$ cat src/rtl/rt_option_pkg.sv
// Package with register map, field positions and types for the RT option block
package rt_option_pkg;
    localparam logic [7:0] option_config_addr = 8'h1d;
    localparam logic [7:0] selftest_word_addr = 8'h1e;
    localparam logic [7:0] alt_selftest_word_addr = 8'h1f;
    localparam logic [7:0] exec_ctrl_addr = 8'h1c;
    localparam logic [7:0] bus_status_addr = 8'h1b;
    localparam int simple_mode_bit = 7;
    localparam int staging_bit = 6;
    localparam int alt_bit = 5;
    localparam int staging_depth = 32;
    localparam logic [15:0] option_config_reset = 16'h0000;
    localparam logic [15:0] alt_word_reset = 16'h0000;
    localparam logic [15:0] selftest_sw_mask = 16'h0fff;
    localparam logic [5:0] mode_code_bit_word = 6'h13;

    typedef struct packed {
        logic valid;
        logic is_mode;
        logic is_receive;
        logic [4:0] subaddr;
        logic [4:0] code;
    } rt_cmd_t;

    typedef struct packed {
        logic valid;
        logic [15:0] data;
    } rt_word_t;

    typedef struct packed {
        logic valid;
        logic [4:0] subaddr;
        logic [4:0] index;
        logic [15:0] data;
    } rt_mem_write_t;

    typedef enum logic [1:0] {
        st_idle,
        st_collect,
        st_copy
    } stage_state_t;
endpackage

$ cat src/rtl/rt_mode_option_config.sv
// RT option configuration bits, self-test word selection and receive staging buffer
//
// Implementation choice: the Avalon-MM interface to the registers.
`timescale 1ns/1ps

module rt_mode_option_config #(
    parameter int depth = 32
) (
    input wire logic clock,
    input wire logic rstn,
    input wire logic [7:0] address,
    input wire logic read,
    input wire logic write,
    input wire logic [31:0] writedata,
    output logic [31:0] readdata,
    output logic waitrequest,
    input wire rt_option_pkg::rt_cmd_t cmd,
    input wire rt_option_pkg::rt_word_t rx_word,
    input wire logic msg_done,
    input wire logic msg_error,
    input wire logic [3:0] shutdown_status,
    output rt_option_pkg::rt_word_t bit_word_out,
    output logic simplified_mode_out,
    output rt_option_pkg::rt_mem_write_t mem_write,
    output logic rt_execution_enable
);
    logic [15:0] option_ff, nxt_option;
    logic [15:0] alt_word_ff, nxt_alt_word;
    logic [11:0] selftest_sw_ff, nxt_selftest_sw;
    logic exec_ff, nxt_exec;
    logic wait_ff, nxt_wait;
    logic [31:0] rdata_ff, nxt_rdata;
    rt_option_pkg::rt_word_t bitw_ff, nxt_bitw;
    logic simple_ff, nxt_simple;
    rt_option_pkg::stage_state_t state_ff, nxt_state;
    logic [15:0] buf_mem [depth];
    logic [4:0] count_ff, nxt_count;
    logic [4:0] rd_ff, nxt_rd;
    logic [4:0] sa_ff, nxt_sa;
    logic [5:0] fill_ff, nxt_fill;
    rt_option_pkg::rt_mem_write_t mw_ff, nxt_mw;
    logic buf_we;
    logic [15:0] selftest_word;

    function automatic logic hit(input logic [7:0] a, input logic [7:0] r);
        return a == r;
    endfunction

    // Default word: device status in high nibble, software bits below
    assign selftest_word = {shutdown_status, selftest_sw_ff};

    // Register bus
    always_comb begin
        nxt_option = option_ff;
        nxt_alt_word = alt_word_ff;
        nxt_selftest_sw = selftest_sw_ff;
        nxt_exec = exec_ff;
        nxt_rdata = rdata_ff;
        nxt_wait = 1'b1;
        if (read || write) begin
            // One wait cycle, then waitrequest low for one cycle
            nxt_wait = !wait_ff;
            // Writes land at the edge that sees waitrequest low
            if (write && !wait_ff) begin
                if (hit(address, rt_option_pkg::option_config_addr)) begin
                    nxt_option = writedata[15:0];
                    // Staging bit only follows a write while execution is off
                    if (exec_ff) begin
                        nxt_option[rt_option_pkg::staging_bit] = option_ff[rt_option_pkg::staging_bit];
                    end
                end else if (hit(address, rt_option_pkg::alt_selftest_word_addr)) begin
                    nxt_alt_word = writedata[15:0];
                end else if (hit(address, rt_option_pkg::selftest_word_addr)) begin
                    nxt_selftest_sw = writedata[11:0];
                end else if (hit(address, rt_option_pkg::exec_ctrl_addr)) begin
                    nxt_exec = writedata[0];
                end
            end else if (read && wait_ff) begin
                nxt_rdata = 32'h0000_0000;
                if (hit(address, rt_option_pkg::option_config_addr)) begin
                    nxt_rdata[15:0] = option_ff;
                end else if (hit(address, rt_option_pkg::alt_selftest_word_addr)) begin
                    nxt_rdata[15:0] = alt_word_ff;
                end else if (hit(address, rt_option_pkg::selftest_word_addr)) begin
                    nxt_rdata[15:0] = selftest_word;
                end else if (hit(address, rt_option_pkg::exec_ctrl_addr)) begin
                    nxt_rdata[0] = exec_ff;
                end else if (hit(address, rt_option_pkg::bus_status_addr)) begin
                    nxt_rdata[1:0] = state_ff == rt_option_pkg::st_idle ? 2'h0 : 2'h1;
                    nxt_rdata[13:8] = fill_ff;
                end
            end
        end
    end

    always_ff @(posedge clock) begin
        if (!rstn) begin
            option_ff <= rt_option_pkg::option_config_reset;
            alt_word_ff <= rt_option_pkg::alt_word_reset;
            selftest_sw_ff <= 12'h000;
            exec_ff <= 1'b0;
            wait_ff <= 1'b1;
            rdata_ff <= 32'h0000_0000;
        end else begin
            option_ff <= nxt_option;
            alt_word_ff <= nxt_alt_word;
            selftest_sw_ff <= nxt_selftest_sw;
            exec_ff <= nxt_exec;
            wait_ff <= nxt_wait;
            rdata_ff <= nxt_rdata;
        end
    end

    assign readdata = rdata_ff;
    assign waitrequest = wait_ff;
    assign rt_execution_enable = exec_ff;

    // Mode command answer
    always_comb begin
        nxt_bitw = '0;
        nxt_simple = 1'b0;
        if (cmd.valid && cmd.is_mode) begin
            nxt_simple = option_ff[rt_option_pkg::simple_mode_bit];
            // Transmit direction with the BIT word mode code
            if (!cmd.is_receive && {1'b0, cmd.code} == rt_option_pkg::mode_code_bit_word) begin
                nxt_bitw.valid = 1'b1;
                nxt_bitw.data = option_ff[rt_option_pkg::alt_bit] ? alt_word_ff : selftest_word;
            end
        end
    end

    always_ff @(posedge clock) begin
        if (!rstn) begin
            bitw_ff <= '0;
            simple_ff <= 1'b0;
        end else begin
            bitw_ff <= nxt_bitw;
            simple_ff <= nxt_simple;
        end
    end

    assign bit_word_out = bitw_ff;
    assign simplified_mode_out = simple_ff;

    // Receive staging
    always_comb begin
        nxt_state = state_ff;
        nxt_count = count_ff;
        nxt_rd = rd_ff;
        nxt_sa = sa_ff;
        nxt_fill = fill_ff;
        nxt_mw = '0;
        buf_we = 1'b0;
        case (state_ff)
            rt_option_pkg::st_idle: begin
                if (cmd.valid && cmd.is_receive && !cmd.is_mode) begin
                    nxt_sa = cmd.subaddr;
                    nxt_count = 5'h00;
                    nxt_fill = 6'h00;
                    nxt_state = rt_option_pkg::st_collect;
                end
            end
            rt_option_pkg::st_collect: begin
                if (rx_word.valid) begin
                    if (option_ff[rt_option_pkg::staging_bit]) begin
                        buf_we = fill_ff < 6'(depth);
                    end else begin
                        nxt_mw = '{valid: 1'b1, subaddr: sa_ff, index: count_ff, data: rx_word.data};
                    end
                    nxt_count = count_ff + 5'h01;
                    nxt_fill = fill_ff < 6'(depth) ? fill_ff + 6'h01 : fill_ff;
                end
                if (msg_done) begin
                    nxt_rd = 5'h00;
                    if (!option_ff[rt_option_pkg::staging_bit] || msg_error || fill_ff == 6'h00) begin
                        nxt_fill = 6'h00;
                        nxt_state = rt_option_pkg::st_idle;
                    end else begin
                        nxt_state = rt_option_pkg::st_copy;
                    end
                end
            end
            rt_option_pkg::st_copy: begin
                nxt_mw = '{valid: 1'b1, subaddr: sa_ff, index: rd_ff, data: buf_mem[rd_ff]};
                nxt_rd = rd_ff + 5'h01;
                nxt_fill = fill_ff - 6'h01;
                if (fill_ff == 6'h01) begin
                    nxt_state = rt_option_pkg::st_idle;
                end
            end
            default: nxt_state = rt_option_pkg::st_idle;
        endcase
    end

    always_ff @(posedge clock) begin
        if (buf_we) begin
            buf_mem[count_ff] <= rx_word.data;
        end
        if (!rstn) begin
            state_ff <= rt_option_pkg::st_idle;
            count_ff <= 5'h00;
            rd_ff <= 5'h00;
            sa_ff <= 5'h00;
            fill_ff <= 6'h00;
            mw_ff <= '0;
        end else begin
            state_ff <= nxt_state;
            count_ff <= nxt_count;
            rd_ff <= nxt_rd;
            sa_ff <= nxt_sa;
            fill_ff <= nxt_fill;
            mw_ff <= nxt_mw;
        end
    end

    assign mem_write = mw_ff;
endmodule

$ cat config.mk
export PLATFORM = sky130hd
export DESIGN_NAME = rt_mode_option_config
export DESIGN_NICKNAME = d
export VERILOG_FILES = /design/src/rtl/rt_option_pkg.sv /design/src/rtl/rt_mode_option_config.sv
export SDC_FILE = /design/constraint.sdc
export NUM_CORES = 1
export LEC_CHECK = 0
export ABC_AREA = 1
export BUFFER_PORTS_ARGS = -buffer_cell sky130_fd_sc_hd__buf_4
export CAP_MARGIN = 30
export CORE_AREA = 2 2 269 271
export CTS_BUF_LIST = sky130_fd_sc_hd__clkbuf_8 sky130_fd_sc_hd__clkbuf_16
export DETAILED_ROUTE_END_ITERATION = 10
export DIE_AREA = 0 0 271 273
export PLACE_DENSITY_LB_ADDON = 0.25
export SLEW_MARGIN = 40
export SYNTH_ARGS = -nofsm -noshare
export SYNTH_HDL_FRONTEND = slang
export SYNTH_SLANG_ARGS = --single-unit
$ cat constraint.sdc
create_clock -name clock -period 2.7 [get_ports clock]
set_input_delay 0.675 -clock clock [delete_from_list [all_inputs] [get_ports clock]]
set_output_delay 0.675 -clock clock [all_outputs]
set_load 0.02 [all_outputs]
### After elaboration in Yosys (flattened, before gate mapping)

Memories as Yosys holds them, arrays and structs flattened. A register that Yosys moved wholly into a read port is not among the register bits.
Index checks and enable logic that the tools add are counted.

| word-level totals | value |
|---|---|
| flip-flop bits (word level) | 130 |
| memory bits (writable) | 512 |
| bits of input ports | 80 |
| output and inout bits | 79 |
| logic and storage cells | 115 |
| memories | 1 |

Memories:

| name | depth | bits a word | rd ports | clocked after Yosys merged registers in | write ports | line | source |
|---|---|---|---|---|---|---|---|
| buf_mem | 32 | 16 | 1 | 1 | 1 | rt_mode_option_config.sv:36 | `logic [15:0] buf_mem [depth];` |

| cells by class | value |
|---|---|
| add/subtract/negate cells | 4 |
| magnitude comparators | 1 |
| equality and inequality tests | 13 |
| muxes and demuxes | 40 |
| bitwise gates (word level) | 5 |
| reduce and logical (&&, ||, !) cells | 32 |

Operators with widths:

| cell | count |
|---|---|
| two-way mux 27 bit | 2 |
| two-way mux 6 bit | 9 |
| one-hot mux 27 bit (2 select lines) | 1 |
| two-way mux 16 bit | 3 |
| equality test 8 x 5 -> 1 bit (second input constant) | 5 |
| two-way mux 5 bit | 5 |
| one-hot mux 5 bit (2 select lines) | 2 |
| one-hot mux 6 bit (3 select lines) | 1 |
| two-way mux 17 bit | 1 |
| AND reduction 3 bit | 5 |
| two-way mux 2 bit | 6 |
| adder 5 x 1 -> 5 bit (second input constant) | 2 |
| AND reduction 2 bit | 5 |
| two-way mux 1 bit | 9 |
| AND reduction 4 bit | 2 |
| adder 6 x 1 -> 6 bit (second input constant) | 1 |
| equality test 6 x 1 -> 1 bit (second input constant) | 1 |
| logical AND 1 bit | 6 |
| zero test 6 bit | 1 |
| < comparator 6 bit (second input constant) | 1 |
| != test 2 bit (second input constant) | 3 |
| one-hot mux 2 bit (3 select lines) | 1 |
| AND reduction 6 bit | 1 |
| subtractor 6 x 1 -> 6 bit (second input constant) | 1 |
| other kinds (11) | 21 |

### Depth between registers and ports, before layout

| depth | value |
|---|---|
| depth in word-level cells | 7 |
| depth in mapped cells | 12 |
| depth with buffers taken out | 11 |

### Least setup slack after synthesis

Ideal clock, no wire load.

| timing path | value |
|---|---|
| kind | register to register |
| start | register state_ff[1] |
| end | memory buf_mem[0][0], enable pin |
| library setup time | 388 ps |
| arrival time | 2024 ps |
| required time | 2312 ps |
| path slack | 288 ps |
| stages on the path, launching flop included | 7 |
| path buffers | 0 |
| period minus slack after synthesis | 2412 ps |
| path through | dfxtp_1 -> inv_1 -> ha_1 -> inv_2 -> nor3_1 -> nand2_1 -> nor2_1 |

| between the ends | value |
|---|---|
| longest elaborated chain between the ends | 4 |

RTL lines:

| element | line | source |
|---|---|---|
| from (decl) | rt_mode_option_config.sv:35 | `rt_option_pkg::stage_state_t state_ff, nxt_state;` |
| from (signal assigned) | rt_mode_option_config.sv:200 | `state_ff <= rt_option_pkg::st_idle;` |
| from (signal assigned) | rt_mode_option_config.sv:207 | `state_ff <= nxt_state;` |
| equality test 2 x 1 -> 1 bit | rt_mode_option_config.sv:154 | `case (state_ff)` |
| two-way mux 1 bit | rt_mode_option_config.sv:154 |  |
| two-way mux 1 bit | rt_mode_option_config.sv:196 | `if (buf_we) begin` |
| two-way mux 1 bit (implied by the code) | rt_mode_option_config.sv:197 | `buf_mem[count_ff] <= rx_word.data;` |
| to (decl) | rt_mode_option_config.sv:36 |  |

No other way between the ends.

### Worst setup path after layout

| timing path | value |
|---|---|
| start | register state_ff[1] |
| end | memory buf_mem[29][7], enable pin |

Same word-level chain as after synthesis.

==> results <==
- The number of top-level pins is 159.
- Compared with the post-synthesis result, the final layout area differs by 16.2%.
- The row count is 98.
- The number of hold-repair buffers added at the cts stage is 0.
- The highest-utilization routing layer at the global route stage is met2.
- The worst hold path endpoint is waitrequest.
- The cell depth of the worst flop-to-flop path is 7.
- The path class of the tightest hold or removal check is in -> reg.
- The worst setup path is launched from a flop.
- The biggest area consumer among synthesized cells is sky130_fd_sc_hd__edfxtp_1.
- The clock network burns 39.6% of the power.
- The internal power contribution is 17900 uW.
- Walking the worst path, the cells encountered are inv_1 -> ha_1 -> inv_2 -> nor3_1 -> nand2_2 -> nor2_1 -> buf_4.
- The worst path arrival time is 2630 ps.
- The synthesized area per cell is 10.5 um^2.
- The fraction of power consumed by combinational cells is 16.3%.
- Setup repair after global routing left no endpoint under its margin.
- The analysis attributes to cell leakage a power of 0.0117 uW.
- The number of clock buffers added by TritonCTS is 70.
- In the post-synthesis netlist, the biggest area contributors are sky130_fd_sc_hd__edfxtp_1 (57%), sky130_fd_sc_hd__nand2_1 (13%), sky130_fd_sc_hd__dfxtp_1 (10%), sky130_fd_sc_hd__nand3_1 (8.0%), sky130_fd_sc_hd__a21oi_1 (2.0%).
- The share of synthesized flip-flops with an asynchronous set or reset is 0%.
- In this run, synthesis produced a sequential element count of 647.
- The area of the placeable core is 71000 um^2.
- Dividing the detail-routed wire length by the instance count gives 19.5 um.
- The DRC violation count after routing is 0.
- The cell area that synthesis handed to floorplanning was 26800 um^2.
- The synthesized design devotes to its leading area cell type 57.5% of total area.
- The final max-slew violation count was 0.
- The startpoint identified for the worst hold timing path is write.
- The layout filler cell count is 6656.
- The largest net degree at the start of global routing is 88.
- For this run, the total global-route usage over all layers was measured as 19.2%.
- The sequential standard cell area is 18100 um^2.
- The die is 273 um tall.
- The first-pass GRT wire length is 109000 um.
- The CTS root buffer is sky130_fd_sc_hd__clkbuf_16.
- The number of sinks on the clock net is 647.
- The via count of the first global-routing pass is 18200.
- The share of the cycle needed by the critical path after routing is 87.1%.
- Measured on the finished design, the core utilization comes to 43.8%.
- The total number of cells along the worst setup path is 7.
- In this run the horizontal extent of the chip is 271 um.
- VDD sags by at most 0.000595 V.
- The H-tree generated during clock tree synthesis spans 3 levels.
- The number of antenna violations at the first check in global routing was 0.
- The count of buffers added on input and output ports is 126.
- In this run, flip-flops and latches consume 44.1% of the power.
- The number of buffers and inverters on the critical path is 3.
- The worst setup path is captured at a flop.
- The first-iteration detailed-routing DRC count is 1810.
- The worst hold path cell count is 2.
- Of all nets on the critical path, the largest fanout is 16.
- The synthesis warning total is 0.
- Cells with a size suffix above 1 make up 12.6% of the layout.
- After detailed routing, the number of vias per cell comes to 5.09.
- Power spread over the standard cell area amounts to 798 nW/um^2.
- Once the floorplan was initialized, standard cells occupied 37.7% of the core.
- The routed design has 72000 um of wire.
- Setup violations remaining at the end of the flow were counted as 0.
- The worst register-to-register path ends at buf_mem[29][7].
- Across all layers, the routed design uses 18800 vias.
- The congestion estimate from routability-driven global placement came to 0.834.
- The sequential share of the synthesized area is 67.6%.
- The shortest period the worst path allows is 2350 ps.
- The clock reaches the later pin of the worst-skew pair after 620 ps.
- STA puts the critical path data required time at 2980 ps.
- The gate family responsible for the most delay along the worst path is simple AND/OR/NAND/NOR gates.
- The clock arrives with 29.8 ps of skew.
- The switching share of total power is 28.0%.
- The startpoint of the most critical register-to-register path is state_ff[1].
- The number of setup buffers added after CTS is 0.
- The synthesized netlist contains 42 unique library cells.
- The number of maximum-capacitance constraint violations is 0.
- The number of hold violations in the final report was 0.
- The flop-to-flop setup slack is 350 ps.
- Synthesis produced a netlist whose cell count is 2559.
- The final layout contains 2789 nets.
- The flow ran to the end, and the final reports show no timing, DRC or antenna violations.
- The measured slew at the worst slew-check pin is 686 ps.
- The critical path is of the reg -> reg type.
- Global routing used 32.4% of the available met2 tracks.
- The final setup TNS is 0 ps.
- The die outline area is 74000 um^2.
- Summing all multi-input logic gate instances after layout gives 7390 um^2.
- Global routing used 25.3% of the available met1 tracks.
- The met3 track demand over resource in global routing is 3.08%.
- Summed over all nets, the half-perimeter wirelength after detailed placement is 43200 um.
- The global route total overflow is 0.
- Before antenna repair, the detailed router went through 7 iterations.
- The maximum root-to-sink buffer count is 3.
- The delay contributed by the slowest stage of the critical path is 420 ps.
- The tightest slew margin relative to the limit is 54.2%.
- In the synthesized netlist the dominant register cell turns out to be sky130_fd_sc_hd__edfxtp_1.
- For this design the total switching power over the nets is 6940 uW.
- Based on the critical path, the design can be clocked at up to 425 MHz.
- Yosys mapped a number of flops with a built-in enable equal to 512.
- The TritonCTS clock tree is built.
- After clock tree synthesis, the clock-pin slew on the worst setup and hold paths is 60 ps.
- The slowest library cell on the worst path is sky130_fd_sc_hd__nor3_1.
- The number of antenna-violating nets in the routed design is 0.
-- metal layers --
layer / up-vias / routed length (um)
li1: 8984 / -
met1: 9186 / 31200
met2: 550 / 35300
met3: 101 / 4020
met4: 0 / 1600
met5: - / 0
-- cell families after synthesis --
| kind of cell | count (synthesis) | synth area share [%] |
|---|---|---|
| flip-flops | 647 | 67.6 |
| adder cells (fa/ha/maj) | 13 | 0.608 |
| AO/OA/AOI/OAI | 194 | 3.85 |
| other | 1 | 0.0140 |
| buffers and inverters | 250 | 5.05 |
| AND/OR/NAND/NOR | 1453 | 22.9 |
| XOR/XNOR | 1 | 0.0327 |
-- final cells by class --
| class | count | share of cell area, % |
|---|---|---|
| diodes | 1 | 0.00805 |
| clock buffers | 77 | 6.05 |
| clock inverters | 49 | 1.61 |
| inverters | 88 | 1.09 |
| multi-input cells | 1677 | 23.8 |
| flip-flops and latches | 647 | 58.2 |
| well taps | 950 | 3.82 |
| repair buffers | 212 | 5.52 |
-- cells in the mapped netlist, types with 2 or more instances --
cell and n:
sky130_fd_sc_hd__nand4_1 2, sky130_fd_sc_hd__o21ai_2 2, sky130_fd_sc_hd__nor4_1 3, sky130_fd_sc_hd__a21oi_1 109, sky130_fd_sc_hd__edfxtp_1 512, sky130_fd_sc_hd__nand2_1 931
sky130_fd_sc_hd__buf_4 39, sky130_fd_sc_hd__clkbuf_1 48, sky130_fd_sc_hd__ha_1 13, sky130_fd_sc_hd__nor3_4 2, sky130_fd_sc_hd__inv_2 6, sky130_fd_sc_hd__buf_6 28
sky130_fd_sc_hd__o21ai_1 7, sky130_fd_sc_hd__a211oi_1 5, sky130_fd_sc_hd__a41oi_1 9, sky130_fd_sc_hd__buf_2 32, sky130_fd_sc_hd__o21ai_0 59, sky130_fd_sc_hd__nor3_2 5
sky130_fd_sc_hd__inv_1 81, sky130_fd_sc_hd__nor3b_1 2, sky130_fd_sc_hd__buf_1 13, sky130_fd_sc_hd__nor2_1 64, sky130_fd_sc_hd__nand3_1 426, sky130_fd_sc_hd__nor3_1 6
sky130_fd_sc_hd__dfxtp_1 135, sky130_fd_sc_hd__nand2_2 4
-- state kept, by name (all words and copies together) (netlist names), 2 cells and up, named ones only --
register	flops
state_ff	2
sa_ff	5
fill_ff	6
selftest_sw_ff	12
mem_write	27
rd_ff	5
count_ff	5
readdata	16
option_ff	16
alt_word_ff	16
bit_word_out	17
buf_mem	512
-- how the worst max path moves through the flow --
| stage | startpoint | to | slack [ps] |
|---|---|---|---|
| floorplan | state_ff[1] | buf_mem[0][0] | 290 |
| global placement | rx_word[16] | buf_mem[29][6] | 30 |
| detailed placement | rx_word[16] | buf_mem[29][1] | -20 |
| CTS | state_ff[1] | buf_mem[29][7] | 140 |
| global route | state_ff[1] | buf_mem[29][5] | 140 |
| finish | state_ff[1] | buf_mem[29][7] | 350 |
-- power groups by stage --
stage / logic (uW) / clock network (uW) / registers (uW)
5_1_grt: 4530 / 10400 / 11000
6_report: 4050 / 9820 / 10900
3_5_place_dp: 4060 / 0 / 11200
2_1_floorplan: 3000 / 0 / 11100
3_3_place_gp: 4000 / 0 / 11100
4_1_cts: 4070 / 9980 / 10900
-- layout by cell type (no fill, tap or decap), drive strengths merged, types with 3 or more instances in the layout --
master / count
nand2: 936
edfxtp: 512
nand3: 426
buf: 212
dfxtp: 135
a21oi: 109
inv: 106
clkbuf: 77
o21ai: 68
nor2: 66
clkinv: 21
conb: 16
ha: 13
nor3: 13
a41oi: 9
bufinv: 8
a211oi: 5
nor4: 3
nor3b: 3
-- timing repair --
action,CTS,global route
gates resized for setup,0,1
endpoints found under the setup margin,0,86
hold endpoints to repair,0,0
-- through the flow --
stage / power [uW] / area (um^2) / setup slack, ps / hold WS [ps] / cells
finish: 24800 / 31100 / 347 / 268 / 3701
global route: 25900 / 31100 / 138 / 268 / 3700
CTS: 25000 / 31100 / 139 / 242 / 3700
detailed placement: 15200 / 28700 / -16.9 / 431 / 3574
global placement: 15200 / 28700 / 30.6 / 427 / 3574
floorplan: 14100 / 26800 / 288 / 416 / 2574
Note: power is estimated with default switching activity, not from simulation.
